[src/include/rtp_pkg.sv]
/*
 Constants shared by the registered parity transceiver: widths, register
 offsets, field positions, reset values and bus response codes.
 Assumes a single clock domain and an AXI4-Lite register bus.
*/
// Notes on behaviour
// - A-to-B enable high floats B data and parity; low drives them.
// - Each direction has a level latch feeding an edge-triggered store.
// - Latch enable high: transparent; low: clock rising edge captures input.
// - Latch enable low with steady clock holds the previous output.
// - B-to-A path mirrors A-to-B with its own enable, latch and clock.
// - Bits 0-7 pair with low parity bit, bits 8-15 with high one.
// - Check mode: odd count errs with sense low, even with sense high.
// - Generate mode: parity high for odd count/sense low or even/high.
// - Each direction's flag pulls low if either byte errs, else releases.
// - Check mode passes incoming parity bits unchanged with their byte.
// - Generate/check select affects A-to-B only; B-to-A always checks.
// - One parity sense select serves both directions; rest independent.
// - While generating, the B-direction error flag stays released.
// - While generating, A-side parity inputs are ignored; still outputs.
// - An error flag is active only while its direction's enable is on.
// - B-to-A parity errors show on the A flag, never the B flag.
// - Data pins are inputs one way and three-state outputs the other.
package rtp_pkg;
   localparam int RTP_DATA_W = 16;
   localparam int RTP_BYTE_W = 8;
   localparam int RTP_LANES = 2;
   localparam int RTP_ADDR_W = 4;

   // Register offsets (byte addresses)
   localparam logic [3:0] RTP_OFFS_STATUS = 4'h0;
   localparam logic [3:0] RTP_OFFS_MASK = 4'h4;
   localparam logic [3:0] RTP_OFFS_LIVE = 4'h8;

   // Status and mask fields
   localparam int RTP_EV_A_ERR = 0;
   localparam int RTP_EV_B_ERR = 1;
   localparam int RTP_EV_W = 2;
   localparam logic [1:0] RTP_STATUS_RST = 2'h0;
   localparam logic [1:0] RTP_MASK_RST = 2'h0;

   // Live state fields
   localparam int RTP_LIVE_A_ERR = 0;
   localparam int RTP_LIVE_B_ERR = 1;
   localparam int RTP_LIVE_A_LINE = 2;
   localparam int RTP_LIVE_B_LINE = 3;
   localparam int RTP_LIVE_GEN = 4;
   localparam int RTP_LIVE_W = 5;

   // Mode select level meaning generate
   localparam logic RTP_SEL_GENERATE = 1'b0;

   localparam logic [1:0] RTP_RESP_OKAY = 2'h0;
   localparam logic [1:0] RTP_RESP_SLVERR = 2'h2;
endpackage

[src/rtl/rtp_transceiver.sv]
/*
 Sixteen-bit registered transceiver with byte parity, latch/clock data
 flow per direction, open-drain error flags and an AXI4-Lite register
 file with sticky error events and an interrupt.
 Assumes every pin input is asynchronous to clk; the transfer clocks are
 sampled, so they must stay well below half the clk rate.
*/
`timescale 1ns/1ns
module rtp_transceiver
   import rtp_pkg::*;
(
   // System
   input wire logic clk,
   input wire logic resetn,
   input wire logic ce,
   // A-to-B controls
   input wire logic aToBOutputEnableN,
   input wire logic aToBLatchEnable,
   input wire logic aToBClock,
   input wire logic generateOrCheckSelect,
   // B-to-A controls
   input wire logic bToAOutputEnableN,
   input wire logic bToALatchEnable,
   input wire logic bToAClock,
   // Shared parity sense
   input wire logic paritySenseSelect,
   // A port data
   input wire logic [15:0] aPortDataIn,
   output logic [15:0] aPortDataOut,
   output logic aPortDataOe,
   // A port parity, bit 0 low byte, bit 1 high byte
   input wire logic [1:0] aSideParityPinsIn,
   output logic [1:0] aSideParityPinsOut,
   output logic aSideParityPinsOe,
   // B port data
   input wire logic [15:0] bPortDataIn,
   output logic [15:0] bPortDataOut,
   output logic bPortDataOe,
   // B port parity
   input wire logic [1:0] bSideParityPinsIn,
   output logic [1:0] bSideParityPinsOut,
   output logic bSideParityPinsOe,
   // Open-drain error flags
   input wire logic aSideParityErrorNIn,
   output logic aSideParityErrorNOut,
   output logic aSideParityErrorNOe,
   input wire logic bSideParityErrorNIn,
   output logic bSideParityErrorNOut,
   output logic bSideParityErrorNOe,
   // AXI4-Lite write address
   input wire logic [3:0] s_axi_awaddr,
   input wire logic s_axi_awvalid,
   output logic s_axi_awready,
   // AXI4-Lite write data
   input wire logic [31:0] s_axi_wdata,
   input wire logic [3:0] s_axi_wstrb,
   input wire logic s_axi_wvalid,
   output logic s_axi_wready,
   // AXI4-Lite write response
   output logic [1:0] s_axi_bresp,
   output logic s_axi_bvalid,
   input wire logic s_axi_bready,
   // AXI4-Lite read address
   input wire logic [3:0] s_axi_araddr,
   input wire logic s_axi_arvalid,
   output logic s_axi_arready,
   // AXI4-Lite read data
   output logic [31:0] s_axi_rdata,
   output logic [1:0] s_axi_rresp,
   output logic s_axi_rvalid,
   input wire logic s_axi_rready,
   // Interrupt
   output logic irq
);

   localparam int PIN_W = 2 * RTP_DATA_W + 2 * RTP_LANES + 10;
   // Enables and flag lines reset released so nothing drives early
   localparam logic [PIN_W-1:0] PIN_RST =
      {4'hF, {(PIN_W - 4){1'b0}}};

   function automatic logic [1:0] lanePar(input logic [15:0] d);
      logic [1:0] p;
      p = 2'h0;
      for (int i = 0; i < RTP_LANES; i++) begin
         p[i] = ^d[i*RTP_BYTE_W +: RTP_BYTE_W];
      end
      return p;
   endfunction

   function automatic logic [1:0] laneErr(input logic [15:0] d,
         input logic [1:0] p, input logic sense);
      return lanePar(d) ^ p ^ {2{sense}};
   endfunction

   // Pin synchronisers
   logic [PIN_W-1:0] pinRaw, pinMeta_r, pinSync_r;

   assign pinRaw = {aToBOutputEnableN, bToAOutputEnableN,
      aSideParityErrorNIn, bSideParityErrorNIn,
      aToBLatchEnable, aToBClock, generateOrCheckSelect,
      bToALatchEnable, bToAClock, paritySenseSelect,
      aSideParityPinsIn, bSideParityPinsIn, aPortDataIn, bPortDataIn};

   always_ff @(posedge clk) begin
      if (!resetn) begin
         pinMeta_r <= PIN_RST;
         pinSync_r <= PIN_RST;
      end else if (ce) begin
         pinMeta_r <= pinRaw;
         pinSync_r <= pinMeta_r;
      end
   end

   logic sOeAbN, sOeBaN, sLineA, sLineB, sLeAb, sClkAb, sGenSel;
   logic sLeBa, sClkBa, sSense;
   logic [1:0] sAPar, sBPar;
   logic [15:0] sAData, sBData;

   assign {sOeAbN, sOeBaN, sLineA, sLineB, sLeAb, sClkAb, sGenSel,
      sLeBa, sClkBa, sSense, sAPar, sBPar, sAData, sBData} = pinSync_r;

   logic generating;
   assign generating = (sGenSel == RTP_SEL_GENERATE);

   // Transfer clock edge detection
   logic clkAbPrev_r, clkBaPrev_r;

   always_ff @(posedge clk) begin
      if (!resetn) begin
         clkAbPrev_r <= 1'b0;
         clkBaPrev_r <= 1'b0;
      end else if (ce) begin
         clkAbPrev_r <= sClkAb;
         clkBaPrev_r <= sClkBa;
      end
   end

   logic abLoad, baLoad;
   // Transparent while latch enable high, else load on rising clock
   assign abLoad = sLeAb | (sClkAb & ~clkAbPrev_r);
   assign baLoad = sLeBa | (sClkBa & ~clkBaPrev_r);

   // Data stores; they run regardless of the output enables
   logic [15:0] abData_r, baData_r;
   logic [1:0] abPar_r, baPar_r;

   always_ff @(posedge clk) begin
      if (!resetn) begin
         abData_r <= 16'h0000;
         abPar_r <= 2'h0;
      end else if (ce && abLoad) begin
         abData_r <= sAData;
         // Parity inputs are not looked at while generating
         abPar_r <= generating ? 2'h0 : sAPar;
      end
   end

   always_ff @(posedge clk) begin
      if (!resetn) begin
         baData_r <= 16'h0000;
         baPar_r <= 2'h0;
      end else if (ce && baLoad) begin
         baData_r <= sBData;
         baPar_r <= sBPar;
      end
   end

   // Error conditions per direction
   logic abErrNow, baErrNow;
   assign abErrNow = !sOeAbN && !generating
      && (|laneErr(abData_r, abPar_r, sSense));
   assign baErrNow = !sOeBaN
      && (|laneErr(baData_r, baPar_r, sSense));

   // B side pin drivers
   always_ff @(posedge clk) begin
      if (!resetn) begin
         bPortDataOut <= 16'h0000;
         bSideParityPinsOut <= 2'h0;
         bPortDataOe <= 1'b1;
         bSideParityPinsOe <= 1'b1;
      end else if (ce) begin
         bPortDataOut <= abData_r;
         if (generating) begin
            bSideParityPinsOut <= lanePar(abData_r) ^ {2{sSense}};
         end else begin
            bSideParityPinsOut <= abPar_r;
         end
         bPortDataOe <= sOeAbN;
         bSideParityPinsOe <= sOeAbN;
      end
   end

   // A side pin drivers; this direction never generates
   always_ff @(posedge clk) begin
      if (!resetn) begin
         aPortDataOut <= 16'h0000;
         aSideParityPinsOut <= 2'h0;
         aPortDataOe <= 1'b1;
         aSideParityPinsOe <= 1'b1;
      end else if (ce) begin
         aPortDataOut <= baData_r;
         aSideParityPinsOut <= baPar_r;
         aPortDataOe <= sOeBaN;
         aSideParityPinsOe <= sOeBaN;
      end
   end

   // Open-drain flags: only ever pull low, released otherwise
   always_ff @(posedge clk) begin
      if (!resetn) begin
         aSideParityErrorNOut <= 1'b0;
         bSideParityErrorNOut <= 1'b0;
         aSideParityErrorNOe <= 1'b1;
         bSideParityErrorNOe <= 1'b1;
      end else if (ce) begin
         aSideParityErrorNOut <= 1'b0;
         bSideParityErrorNOut <= 1'b0;
         aSideParityErrorNOe <= ~baErrNow;
         bSideParityErrorNOe <= ~abErrNow;
      end
   end

   // Error events for the register file
   logic abErrPrev_r, baErrPrev_r;

   always_ff @(posedge clk) begin
      if (!resetn) begin
         abErrPrev_r <= 1'b0;
         baErrPrev_r <= 1'b0;
      end else if (ce) begin
         abErrPrev_r <= abErrNow;
         baErrPrev_r <= baErrNow;
      end
   end

   logic [RTP_EV_W-1:0] evSet;
   always_comb begin
      evSet = '0;
      evSet[RTP_EV_A_ERR] = baErrNow & ~baErrPrev_r;
      evSet[RTP_EV_B_ERR] = abErrNow & ~abErrPrev_r;
   end

   // AXI4-Lite write channel
   logic [3:0] wrAddr_r;
   logic [31:0] wrData_r;
   logic [3:0] wrStrb_r;
   logic wrFire;

   // Both halves held and no answer pending yet
   assign wrFire = !s_axi_awready && !s_axi_wready && !s_axi_bvalid;

   always_ff @(posedge clk) begin
      if (!resetn) begin
         s_axi_awready <= 1'b1;
         wrAddr_r <= 4'h0;
      end else if (ce) begin
         if (s_axi_awvalid && s_axi_awready) begin
            s_axi_awready <= 1'b0;
            wrAddr_r <= s_axi_awaddr;
         end else if (s_axi_bvalid && s_axi_bready) begin
            s_axi_awready <= 1'b1;
         end
      end
   end

   always_ff @(posedge clk) begin
      if (!resetn) begin
         s_axi_wready <= 1'b1;
         wrData_r <= 32'h00000000;
         wrStrb_r <= 4'h0;
      end else if (ce) begin
         if (s_axi_wvalid && s_axi_wready) begin
            s_axi_wready <= 1'b0;
            wrData_r <= s_axi_wdata;
            wrStrb_r <= s_axi_wstrb;
         end else if (s_axi_bvalid && s_axi_bready) begin
            s_axi_wready <= 1'b1;
         end
      end
   end

   logic wrMapped;
   always_comb begin
      if (wrAddr_r == RTP_OFFS_STATUS || wrAddr_r == RTP_OFFS_MASK
         || wrAddr_r == RTP_OFFS_LIVE) begin
         wrMapped = 1'b1;
      end else begin
         wrMapped = 1'b0;
      end
   end

   always_ff @(posedge clk) begin
      if (!resetn) begin
         s_axi_bvalid <= 1'b0;
         s_axi_bresp <= RTP_RESP_OKAY;
      end else if (ce) begin
         if (wrFire) begin
            s_axi_bvalid <= 1'b1;
            s_axi_bresp <= wrMapped ? RTP_RESP_OKAY : RTP_RESP_SLVERR;
         end else if (s_axi_bready) begin
            s_axi_bvalid <= 1'b0;
         end
      end
   end

   // Status and mask
   logic [RTP_EV_W-1:0] status_r;
   logic [RTP_EV_W-1:0] status_nxt;
   logic [RTP_EV_W-1:0] mask_r;
   logic [RTP_EV_W-1:0] evClr;
   logic byte0Wr;

   assign byte0Wr = wrFire && wrStrb_r[0];

   always_comb begin
      evClr = '0;
      if (byte0Wr && wrAddr_r == RTP_OFFS_STATUS) begin
         evClr = wrData_r[RTP_EV_W-1:0];
      end
      // A new event wins over a clear in the same cycle
      status_nxt = (status_r & ~evClr) | evSet;
   end

   always_ff @(posedge clk) begin
      if (!resetn) begin
         status_r <= RTP_STATUS_RST;
      end else if (ce) begin
         status_r <= status_nxt;
      end
   end

   always_ff @(posedge clk) begin
      if (!resetn) begin
         mask_r <= RTP_MASK_RST;
      end else if (ce && byte0Wr && wrAddr_r == RTP_OFFS_MASK) begin
         mask_r <= wrData_r[RTP_EV_W-1:0];
      end
   end

   always_ff @(posedge clk) begin
      if (!resetn) begin
         irq <= 1'b0;
      end else if (ce) begin
         irq <= |(status_nxt & mask_r);
      end
   end

   // Live state view
   logic [RTP_LIVE_W-1:0] live;
   always_comb begin
      live = '0;
      live[RTP_LIVE_A_ERR] = baErrNow;
      live[RTP_LIVE_B_ERR] = abErrNow;
      live[RTP_LIVE_A_LINE] = sLineA;
      live[RTP_LIVE_B_LINE] = sLineB;
      live[RTP_LIVE_GEN] = generating;
   end

   // AXI4-Lite read channel
   logic [31:0] rdWord;
   logic [1:0] rdResp;
   always_comb begin
      rdWord = 32'h00000000;
      rdResp = RTP_RESP_OKAY;
      if (s_axi_araddr == RTP_OFFS_STATUS) begin
         rdWord[RTP_EV_W-1:0] = status_r;
      end else if (s_axi_araddr == RTP_OFFS_MASK) begin
         rdWord[RTP_EV_W-1:0] = mask_r;
      end else if (s_axi_araddr == RTP_OFFS_LIVE) begin
         rdWord[RTP_LIVE_W-1:0] = live;
      end else begin
         rdResp = RTP_RESP_SLVERR;
      end
   end

   always_ff @(posedge clk) begin
      if (!resetn) begin
         s_axi_arready <= 1'b1;
         s_axi_rvalid <= 1'b0;
         s_axi_rdata <= 32'h00000000;
         s_axi_rresp <= RTP_RESP_OKAY;
      end else if (ce) begin
         if (s_axi_arvalid && s_axi_arready) begin
            s_axi_arready <= 1'b0;
            s_axi_rvalid <= 1'b1;
            s_axi_rdata <= rdWord;
            s_axi_rresp <= rdResp;
         end else if (s_axi_rvalid && s_axi_rready) begin
            s_axi_rvalid <= 1'b0;
            s_axi_arready <= 1'b1;
         end
      end
   end

endmodule

[config.mk]
export PLATFORM = sky130hd
export DESIGN_NAME = rtp_transceiver
export DESIGN_NICKNAME = d
export VERILOG_FILES = /design/src/include/rtp_pkg.sv /design/src/rtl/rtp_transceiver.sv
export SDC_FILE = /design/constraint.sdc
export NUM_CORES = 1
export LEC_CHECK = 0
export BUFFER_PORTS_ARGS = -buffer_cell sky130_fd_sc_hd__buf_2
export CORE_ASPECT_RATIO = 0.6
export CORE_UTILIZATION = 50
export CTS_BUF_LIST = sky130_fd_sc_hd__clkbuf_2
export CTS_CLUSTER_SIZE = 14
export DETAILED_ROUTE_END_ITERATION = 6
export PLACE_DENSITY = 0.72
export SETUP_SLACK_MARGIN = 0.15
export SYNTH_ARGS = -nofsm -noshare
export SYNTH_HDL_FRONTEND = slang
export SYNTH_SLANG_ARGS = --single-unit
export TNS_END_PERCENT = 20
[constraint.sdc]
create_clock -name clk -period 2.7 [get_ports clk]
set_clock_uncertainty 0.15 [all_clocks]
set_input_delay 0.135 -clock clk [delete_from_list [all_inputs] [get_ports clk]]
set_output_delay 0.135 -clock clk [all_outputs]
set_load 0.01 [all_outputs]
==> results.json, run 1 <==
{
  "outcome": "complete, no violations",
  "vdd_drop_max_uv": 257,
  "yosysWarnings": 0,
  "final_area_sq_um": 9890,
  "startpoint_type": "flip-flop",
  "wl_met1_um": 8150,
  "setup_viol": 0,
  "dieArea_sq_um": 15700,
  "cts_buffer_depth": 2,
  "syn-cell-area_sq_um": 7590,
  "drive_above_1_share": 0.162,
  "synth_edf_count": 0,
  "fin_tns_setup_ns": 0,
  "dominantRegCellSynth": "dfxtp_1",
  "register_area_sq_um": 3930,
  "cts_tree": "yes",
  "totalWireLength_um": 16400,
  "hpwl_um": 9510,
  "power_mw": 5.00,
  "wl_per_cell_um": 13.4,
  "core_area_sq_um": 14700,
  "drcViolationCount": 0,
  "postRouteAntennaNets": 0,
  "wl_met2_um": 7310,
  "synth_cell_types": 36,
  "drt_iter0_drc": 323,
  "instances_no_fill": 1224,
  "cp-end-kind": "flip-flop",
  "tightest_slew_ns": 0.732,
  "grt.total_usage": 0.211,
  "numCtsBuffers": 17,
  "antenna_found_initial": 1,
  "arrival_ns": 2.88,
  "start_util": 0.517,
  "rsz0062_at_grt": "false",
  "fin_ws_ns": 0.292,
  "clock_sinks": 196,
  "dp.cells": 1048,
  "dpl-instance-area_sq_um": 8230,
  "relSlewSlack": 0.512,
  "syn_to_final_growth_pct": 30.2,
  "p_leak_nw": 4.65,
  "synthTopCellsByCount": "dfxtp_1 (196), nor2_1 (161), mux2i_1 (158)",
  "rows": 34,
  "grt_pass1_wl_um": 26700,
  "synth_top_cell_area_share": 0.517,
  "fillers": 1175,
  "wl_met3_um": 721,
  "topRoutingLayerUsed": "met4",
  "clkLatencyLatePin_ns": 0.72,
  "crit_type": "reg -> reg",
  "htree_levels": 4,
  "cts_root_buf": "clkbuf_2",
  "place.gp.congestion": 0.764,
  "via_per_inst": 4.75,
  "async_flop_share": 0,
  "dieWidth_um": 161,
  "maxCapViolations": 0,
  "netlist_instances": 770,
  "grt_pass1_vias": 5419,
  "synth.most_common_cell": "dfxtp_1",
  "num_vias": 5816,
  "layout.nets": 1110,
  "finalMaxSlewViolations": 0,
  "synth_top_area_cell": "dfxtp_1",
  "fp.dieH_um": 97.5,
  "multiInputGateArea_sq_um": 3340,
  "synth_seq_cells": 196,
  "ys_seq_area_frac": 0.517,
  "portBuffers": 119,
  "min_period_ns": 2.41,
  "min_period_over_period": 0.892,
  "clk_pin_slew_worst_paths_ns": 0.28,
  "worst-path-max-fanout": 3,
  "overflow": 0,
  "avgSynthCellArea_sq_um": 9.86,
  "first_pass_iters": 4,
  "post-place-ws_ns": 0.325,
  "hold_path_class": "in -> reg",
  "critPathRequiredTime_ns": 3.17,
  "final_hold_viol_count": 0,
  "grt_max_degree": 66,
  "ioPinCount": 184,
  "power_density_nw_per_um2": 506,
  "synth_area_leaders": "dfxtp_1 (52%), mux2i_1 (21%), nor2_1 (8.0%), buf_4 (3.3%), nand2_1 (2.9%)",
  "max_freq_mhz": 415
}
[per-layer routing]
layer  GRT usage  vias up
li1            -     2983
met1       0.300     2702
met2       0.325      114
met3      0.0431       17
met4      0.0595        0
met5           0        -
[sequential cells by signal, summed over array words and instances, names as in the netlist, 2 cells and up]
name,flops
s_axi_rdata,5
wrData_r,2
bPortDataOut,16
pinSync_r,46
aSideParityPinsOut,2
bSideParityPinsOut,2
wrAddr_r,4
abPar_r,2
status_r,2
pinMeta_r,46
baData_r,16
baPar_r,2
abData_r,16
aPortDataOut,16
mask_r,2
[worst max-delay path: stages (launching register included)]
cell and delay [ns]:
dfxtp_1 0.43, xor2_1 0.16, xnor3_1 0.49, xor3_1 0.38, o211a_1 0.27, a22oi_2 0.22, o21a_1 0.13, o22ai_1 0.07
[per-stage QoR]
stage	util	hold WS [ns]
final	0.674	0.0738
after global routing	0.674	0.00311
after CTS	0.673	0.0102
after detailed placement	0.561	0.208
after global placement	0.561	0.199
after floorplan	-	0.0581
[what timing repair did]
| action | 4_1_cts | 5_1_grt |
|---|---|---|
| endpoints found under the hold margin | 96 | 1 |
| hold buffers | 142 | 1 |
| resized for setup | 0 | 2 |
| setup buffers | 0 | 1 |
| endpoints found under the setup margin | 0 | 1 |
[report_power, final]
| group | switching, mW | internal, mW |
|---|---|---|
| Sequential | 0.0534 | 2.99 |
| Combinational | 0.262 | 0.317 |
| Clock | 1.01 | 0.363 |
| Total | 1.33 | 3.67 |
[cell type report]
class / instances / share of cell area
Sequential cell: 196 / 0.397
Multi-Input combinational cell: 519 / 0.338
Timing Repair Buffer: 272 / 0.214
Tap cell: 198 / 0.0251
Clock inverter: 12 / 0.0125
Clock buffer: 20 / 0.0101
Inverter: 6 / 0.00253
Antenna cell: 1 / 0.000253
[worst paths after layout]
| check | end | depth (start not counted) | from | slack, ns |
|---|---|---|---|---|
| max | irq$_SDFFE_PN0P_ | 7 | abData_r[3]$_SDFFE_PN0P_ | 0.29 |
| min | pinMeta_r[35]$_SDFFE_PN0P_ | 4 | aSideParityPinsIn[1] | 0.07 |
| max reg2reg | irq$_SDFFE_PN0P_ | 7 | abData_r[3]$_SDFFE_PN0P_ | 0.29 |
| min reg2reg | abData_r[5]$_SDFFE_PN0P_ | 2 | pinSync_r[21]$_SDFFE_PN0P_ | 0.33 |
[cell usage in the layout, fill, tap and decap left out, types with 2 or more instances in the layout]
| cell | n |
|---|---|
| nor2_1 | 161 |
| clkinv_4 | 2 |
| nor3_1 | 5 |
| xor2_1 | 6 |
| a22oi_1 | 3 |
| and3_1 | 3 |
| o21a_1 | 2 |
| dfxtp_1 | 195 |
| o21ai_0 | 9 |
| clkinvlp_4 | 4 |
| dlygate4sd3_1 | 142 |
| a21oi_1 | 28 |
| clkbuf_2 | 20 |
| xnor2_1 | 18 |
| nor2b_1 | 2 |
| nand3_1 | 7 |
| buf_2 | 118 |
| inv_8 | 3 |
| inv_1 | 5 |
| xnor3_1 | 4 |
| xor3_1 | 2 |
| mux2i_1 | 158 |
| conb_1 | 31 |
| nand2b_1 | 2 |
| nand2_1 | 59 |
| buf_4 | 10 |
| a211oi_1 | 4 |
| o211ai_1 | 3 |
[cells by family (layout without fill, tap and decap cells)]
group | Yosys count | in the layout | share of synthesized area
multiplexers | 158 | 158 | 0.208
AND/OR/NAND/NOR | 244 | 244 | 0.127
AO/OA/AOI/OAI | 56 | 56 | 0.0433
buffers and inverters | 85 | 310 | 0.0586
other | 1 | 32 | 0.000494
XOR/XNOR | 30 | 30 | 0.0458
flip-flops | 196 | 196 | 0.517
(Power assumes the default switching activity.)
==> run 2, diff against run 1 <==
CORE_MARGIN = 5   (was unset)
CTS_CLUSTER_DIAMETER = 30   (was unset)
GPL_TIMING_DRIVEN = 0   (was unset)
==> run 2 against run 1 <==
Hold slack lost 0.028 ns; sequential share of layout area decreased by 0.87 points; maximum frequency fell by 1.9%; global-route usage rose by 0.64 points; critical path depth unchanged; wire length is 19% higher; largest power group unchanged.
==> results.json, run 2 (synthesis results as in run 1) <==
{
  "largest_registers": "pinMeta_r (46), pinSync_r (46)",
  "fin_tns_setup_ns": 0,
  "min_period_over_period": 0.909,
  "outcome": "complete, no violations",
  "portBuffers": 118,
  "startpoint_type": "input pin",
  "postRouteAntennaNets": 0,
  "core_area_sq_um": 14700,
  "power_density_nw_per_um2": 527,
  "crit_type": "in -> reg",
  "arrival_ns": 3.01,
  "r2r_start": "abData_r[2]$_SDFFE_PN0P_",
  "grt_pass1_vias": 6098,
  "relSlewSlack": 0.440,
  "dieArea_sq_um": 17800,
  "numCtsBuffers": 17,
  "layout.nets": 1161,
  "wl_per_cell_um": 15.3,
  "rrSetupSlack_ns": 0.25,
  "dp.cells": 1116,
  "worst-path-max-fanout": 10,
  "start_util": 0.517,
  "cts_root_buf": "clkbuf_2",
  "drive_above_1_share": 0.173,
  "tightest_slew_ns": 0.834,
  "min_to": "pinMeta_r[16]$_SDFFE_PN0P_",
  "maxCapViolations": 0,
  "fp.dieH_um": 105,
  "clkLatencyLatePin_ns": 0.75,
  "vdd_drop_max_uv": 327,
  "rsz0062_at_grt": "false",
  "finalMaxSlewViolations": 0,
  "place.gp.congestion": 0.871,
  "final_area_sq_um": 10100,
  "max_freq_mhz": 407,
  "worstHoldStart": "aPortDataIn[0]",
  "hpwl_um": 12900,
  "instances_no_fill": 1274,
  "ioPinCount": 184,
  "num_vias": 6199,
  "grt.total_usage": 0.218,
  "power_mw": 5.33,
  "clk_pin_slew_worst_paths_ns": 0.31,
  "drcViolationCount": 0,
  "drt_iter0_drc": 368,
  "via_per_inst": 4.87,
  "p_leak_nw": 4.81,
  "layout_commonest_cell": "dfxtp_1",
  "fin_util": 0.689,
  "syn_to_final_growth_pct": 33.1,
  "final_hold_viol_count": 0,
  "rows": 34,
  "min_period_ns": 2.45,
  "dieWidth_um": 169,
  "dpl-instance-area_sq_um": 8550,
  "critPathRequiredTime_ns": 3.26,
  "hold_path_class": "in -> reg",
  "cts_buffer_depth": 2,
  "setup_viol": 0,
  "grt_pass1_wl_um": 31400,
  "startpoint": "ce",
  "totalWireLength_um": 19500,
  "hold_depth": 4,
  "cts_tree": "yes",
  "r2r_end": "irq$_SDFFE_PN0P_",
  "post-cts-setup-buffer-count": 0,
  "cp-end-kind": "flip-flop",
  "diodes": 0,
  "htree_levels": 4,
  "clock_sinks": 196,
  "first_pass_iters": 5,
  "grt_max_degree": 20,
  "overflow": 0,
  "antenna_found_initial": 0,
  "layout_common_cells": "dfxtp_1 (196), nor2_1 (161), mux2i_1 (158)",
  "r2r_cells": 7
}
-- run 2: cell types whose count changed in the layout (fill, tap and decap cells not counted), moves of 3 or more --
cell / previous run / this run
clkbuf_1: 0 / 31
buf_4: 10 / 33
dlygate4sd3_1: 142 / 126
buf_1: 0 / 13
inv_6: 1 / 5
clkbuf_2: 20 / 17
clkinvlp_4: 4 / 1
-- run 2: timing repair --
item / CTS / global route
endpoints found under the hold margin: 109 / 0
gates resized for setup: 0 / 0
hold buffers: 126 / 0
-- run 2: critical path, cell delays in order --
cell	delay [ns]
dlygate4sd3_1	0.54
clkbuf_1	0.24
clkbuf_1	0.49
clkbuf_1	0.69
mux2i_1	0.27
nand2_1	0.07
dlygate4sd3_1	0.57
-- run 2: where the power goes --
group	internal [mW]	leakage [nW]	total [mW]	switching [mW]
Combinational	0.327	3.05	0.622	0.295
Clock	0.567	0.170	1.66	1.09
Sequential	2.99	1.59	3.05	0.0543
-- run 2: how the worst max path moves through the flow --
stage,endpoint,depth (start not counted)
floorplan,irq$_SDFFE_PN0P_,7
global placement,irq$_SDFFE_PN0P_,7
detailed placement,irq$_SDFFE_PN0P_,7
CTS,irq$_SDFFE_PN0P_,7
global route,pinMeta_r[42]$_SDFFE_PN1P_,7
finish,pinMeta_r[42]$_SDFFE_PN1P_,7
-- run 2: stage by stage --
step | setup WS, ns | hold slack (ns)
floorplan | 0.527 | 0.0581
global placement | 0.318 | 0.200
detailed placement | 0.309 | 0.206
CTS | 0.259 | 0.00122
global route | 0.167 | 0.0189
finish | 0.245 | 0.0456
-- run 2: layout make-up --
type | instances | area (sq um)
plain buffers | 79 | 423
clock inverters | 15 | 214
inverters | 6 | 22.5
multi-input cells | 519 | 3340
fillers | 1163 | 4570
well taps | 198 | 248
flip-flops and latches | 196 | 3920
clock buffers | 17 | 85.1
repair buffers | 244 | 1850
-- run 2: metal layers --
| metal | vias up | track usage | part of all wire |
|---|---|---|---|
| met2 | 155 | 0.348 | 0.45 |
| li1 | 3095 | - | - |
| met5 | - | 0 | 0 |
| met1 | 2929 | 0.311 | 0.48 |
| met3 | 20 | 0.0374 | 0.053 |
| met4 | 0 | 0.0505 | 0.012 |
==> run 3, diff against run 2 <==
ABC_CLOCK_PERIOD_IN_PS = 2700   (was unset)
BUFFER_PORTS_ARGS = -buffer_cell sky130_fd_sc_hd__clkbuf_2   (was -buffer_cell sky130_fd_sc_hd__buf_2)
CORE_ASPECT_RATIO = unset   (was 0.6)
==> run 3 against run 2 <==
Wire length increased by 0.70%; worst setup slack got worse by 0.0057 ns; critical path depth increased by 2; combinational power increased by 2%; non-clock buffer count increased by 6; sequential power about the same; total power decreased by 3.4%; first-iteration DRC count decreased by 5.2%; critical path type unchanged.
==> results.json, run 3 (synthesis results as in run 1) <==
{
  "outcome": "complete, no violations",
  "fin_ws_ns": 0.240,
  "slowest_stage": "dlygate4sd3_1",
  "p_leak_nw": 4.82,
  "drcViolationCount": 0,
  "cts_tree": "yes",
  "setup_viol": 0,
  "finalMaxSlewViolations": 0,
  "crit_type": "in -> reg",
  "numCtsBuffers": 17,
  "power_density_nw_per_um2": 509,
  "postRouteAntennaNets": 0,
  "dieArea_sq_um": 17800,
  "tightest_slew_ns": 0.851,
  "ioPinCount": 184,
  "hold_path_class": "in -> reg",
  "antenna_found_initial": 2,
  "cts_buffer_depth": 2,
  "portBuffers": 118,
  "layout.nets": 1167,
  "core_area_sq_um": 15000,
  "grt_max_degree": 17,
  "totalWireLength_um": 19600,
  "max_freq_mhz": 406,
  "first_pass_iters": 5,
  "largest_registers": "pinMeta_r (46), pinSync_r (46)",
  "via_per_inst": 4.96,
  "relSlewSlack": 0.432,
  "clk_pin_slew_worst_paths_ns": 0.29,
  "clock_sinks": 196,
  "start_util": 0.505,
  "wl_per_cell_um": 15.4,
  "critPathRequiredTime_ns": 3.23,
  "min_period_over_period": 0.911,
  "final_hold_viol_count": 0,
  "cp_cell_sequence": "dlygate4sd3_1, clkbuf_2, a211oi_1, dlygate4sd3_1, nor2_1, dlygate4sd3_1, a21oi_1, dlygate4sd3_1, nor2_1",
  "vdd_drop_max_uv": 430,
  "fin_tns_setup_ns": 0,
  "maxCapViolations": 0,
  "htree_levels": 4,
  "rsz0062_at_grt": "true",
  "rows": 45,
  "fp.dieH_um": 133,
  "post-place-ws_ns": 0.303,
  "post-cts-setup-buffer-count": 0,
  "dp.cells": 1106,
  "clkLatencyLatePin_ns": 0.76,
  "arrival_ns": 2.99,
  "cp_common_cell": "dlygate4sd3_1",
  "final_area_sq_um": 10100,
  "dieWidth_um": 133,
  "place.gp.congestion": 0.792,
  "worst-path-max-fanout": 5,
  "num_vias": 6306,
  "drt_iter0_drc": 349,
  "layout_common_cells": "dfxtp_1 (196), nor2_1 (161), mux2i_1 (158)",
  "drive_above_1_share": 0.170,
  "grt_pass1_vias": 6254,
  "syn_to_final_growth_pct": 32.9,
  "instances_no_fill": 1271,
  "power_mw": 5.14,
  "layout_commonest_cell": "dfxtp_1",
  "cts_root_buf": "clkbuf_2",
  "cp-end-kind": "flip-flop",
  "grt.total_usage": 0.218,
  "min_period_ns": 2.46,
  "hpwl_um": 12300,
  "overflow": 0,
  "grt_pass1_wl_um": 31100,
  "cp_slowest_stage_delay_ns": 0.60,
  "dpl-instance-area_sq_um": 8530,
  "startpoint_type": "input pin"
}
==> run 3: cell types whose count changed in the layout (fill, tap and decap cells not counted), sizes merged <==
cell,previous run,this run
clkbuf,48,169
inv,12,6
diode,0,2
buf,166,48
dlygate4sd3,126,132
clkinv,5,7
==> run 3: path summary, 6_finish.rpt <==
kind	startpoint	depth (start not counted)	end	slack, ns
setup / recovery	s_axi_araddr[3]	9	s_axi_rresp[1]$_SDFFE_PN0P_	0.24
setup reg to reg	abData_r[10]$_SDFFE_PN0P_	7	irq$_SDFFE_PN0P_	0.26
hold / removal	generateOrCheckSelect	4	pinMeta_r[39]$_SDFFE_PN0P_	0.05
hold reg to reg	pinSync_r[17]$_SDFFE_PN0P_	2	abData_r[1]$_SDFFE_PN0P_	0.30
==> run 3: report_power, final <==
part | internal [mW] | total, mW | switching, mW
registers | 2.99 | 3.04 | 0.0531
clock network | 0.512 | 1.47 | 0.956
logic | 0.332 | 0.633 | 0.301
total | 3.83 | 5.14 | 1.31
==> run 3: layout make-up <==
cell class / instances / area, sq um
well taps: 188 / 235
inverters: 6 / 22.5
clock buffers: 20 / 100
diodes: 2 / 5.00
clock inverters: 11 / 134
fillers: 1157 / 4940
multi-input cells: 519 / 3340
flip-flops and latches: 196 / 3920
repair buffers: 250 / 1910
plain buffers: 79 / 424
==> run 3: metrics by stage <==
step	hold slack (ns)	utilization
CTS	0.00111	0.671
global placement	0.209	0.568
finish	0.0487	0.671
global route	0.00896	0.671
detailed placement	0.208	0.568
floorplan	0.0581	-
==> run 3: metal layers <==
metal,share of wire,track usage
met1,0.42,0.263
met4,0.027,0.0806
met5,0,0
met2,0.50,0.378
met3,0.057,0.0532
==> run 3: timing repair <==
| action | 4_1_cts | 5_1_grt |
|---|---|---|
| hold endpoints to repair | 98 | 0 |
| endpoints found under the setup margin | 0 | 2 |
| resized for setup | 0 | 2 |
| hold buffers | 132 | 0 |
==> run 3: worst max-delay path, delay by kind of cell <==
family          cells  cell delay (ns)
compound gates      2             0.37
buf+inv             5             2.42
simple gates        2             0.08
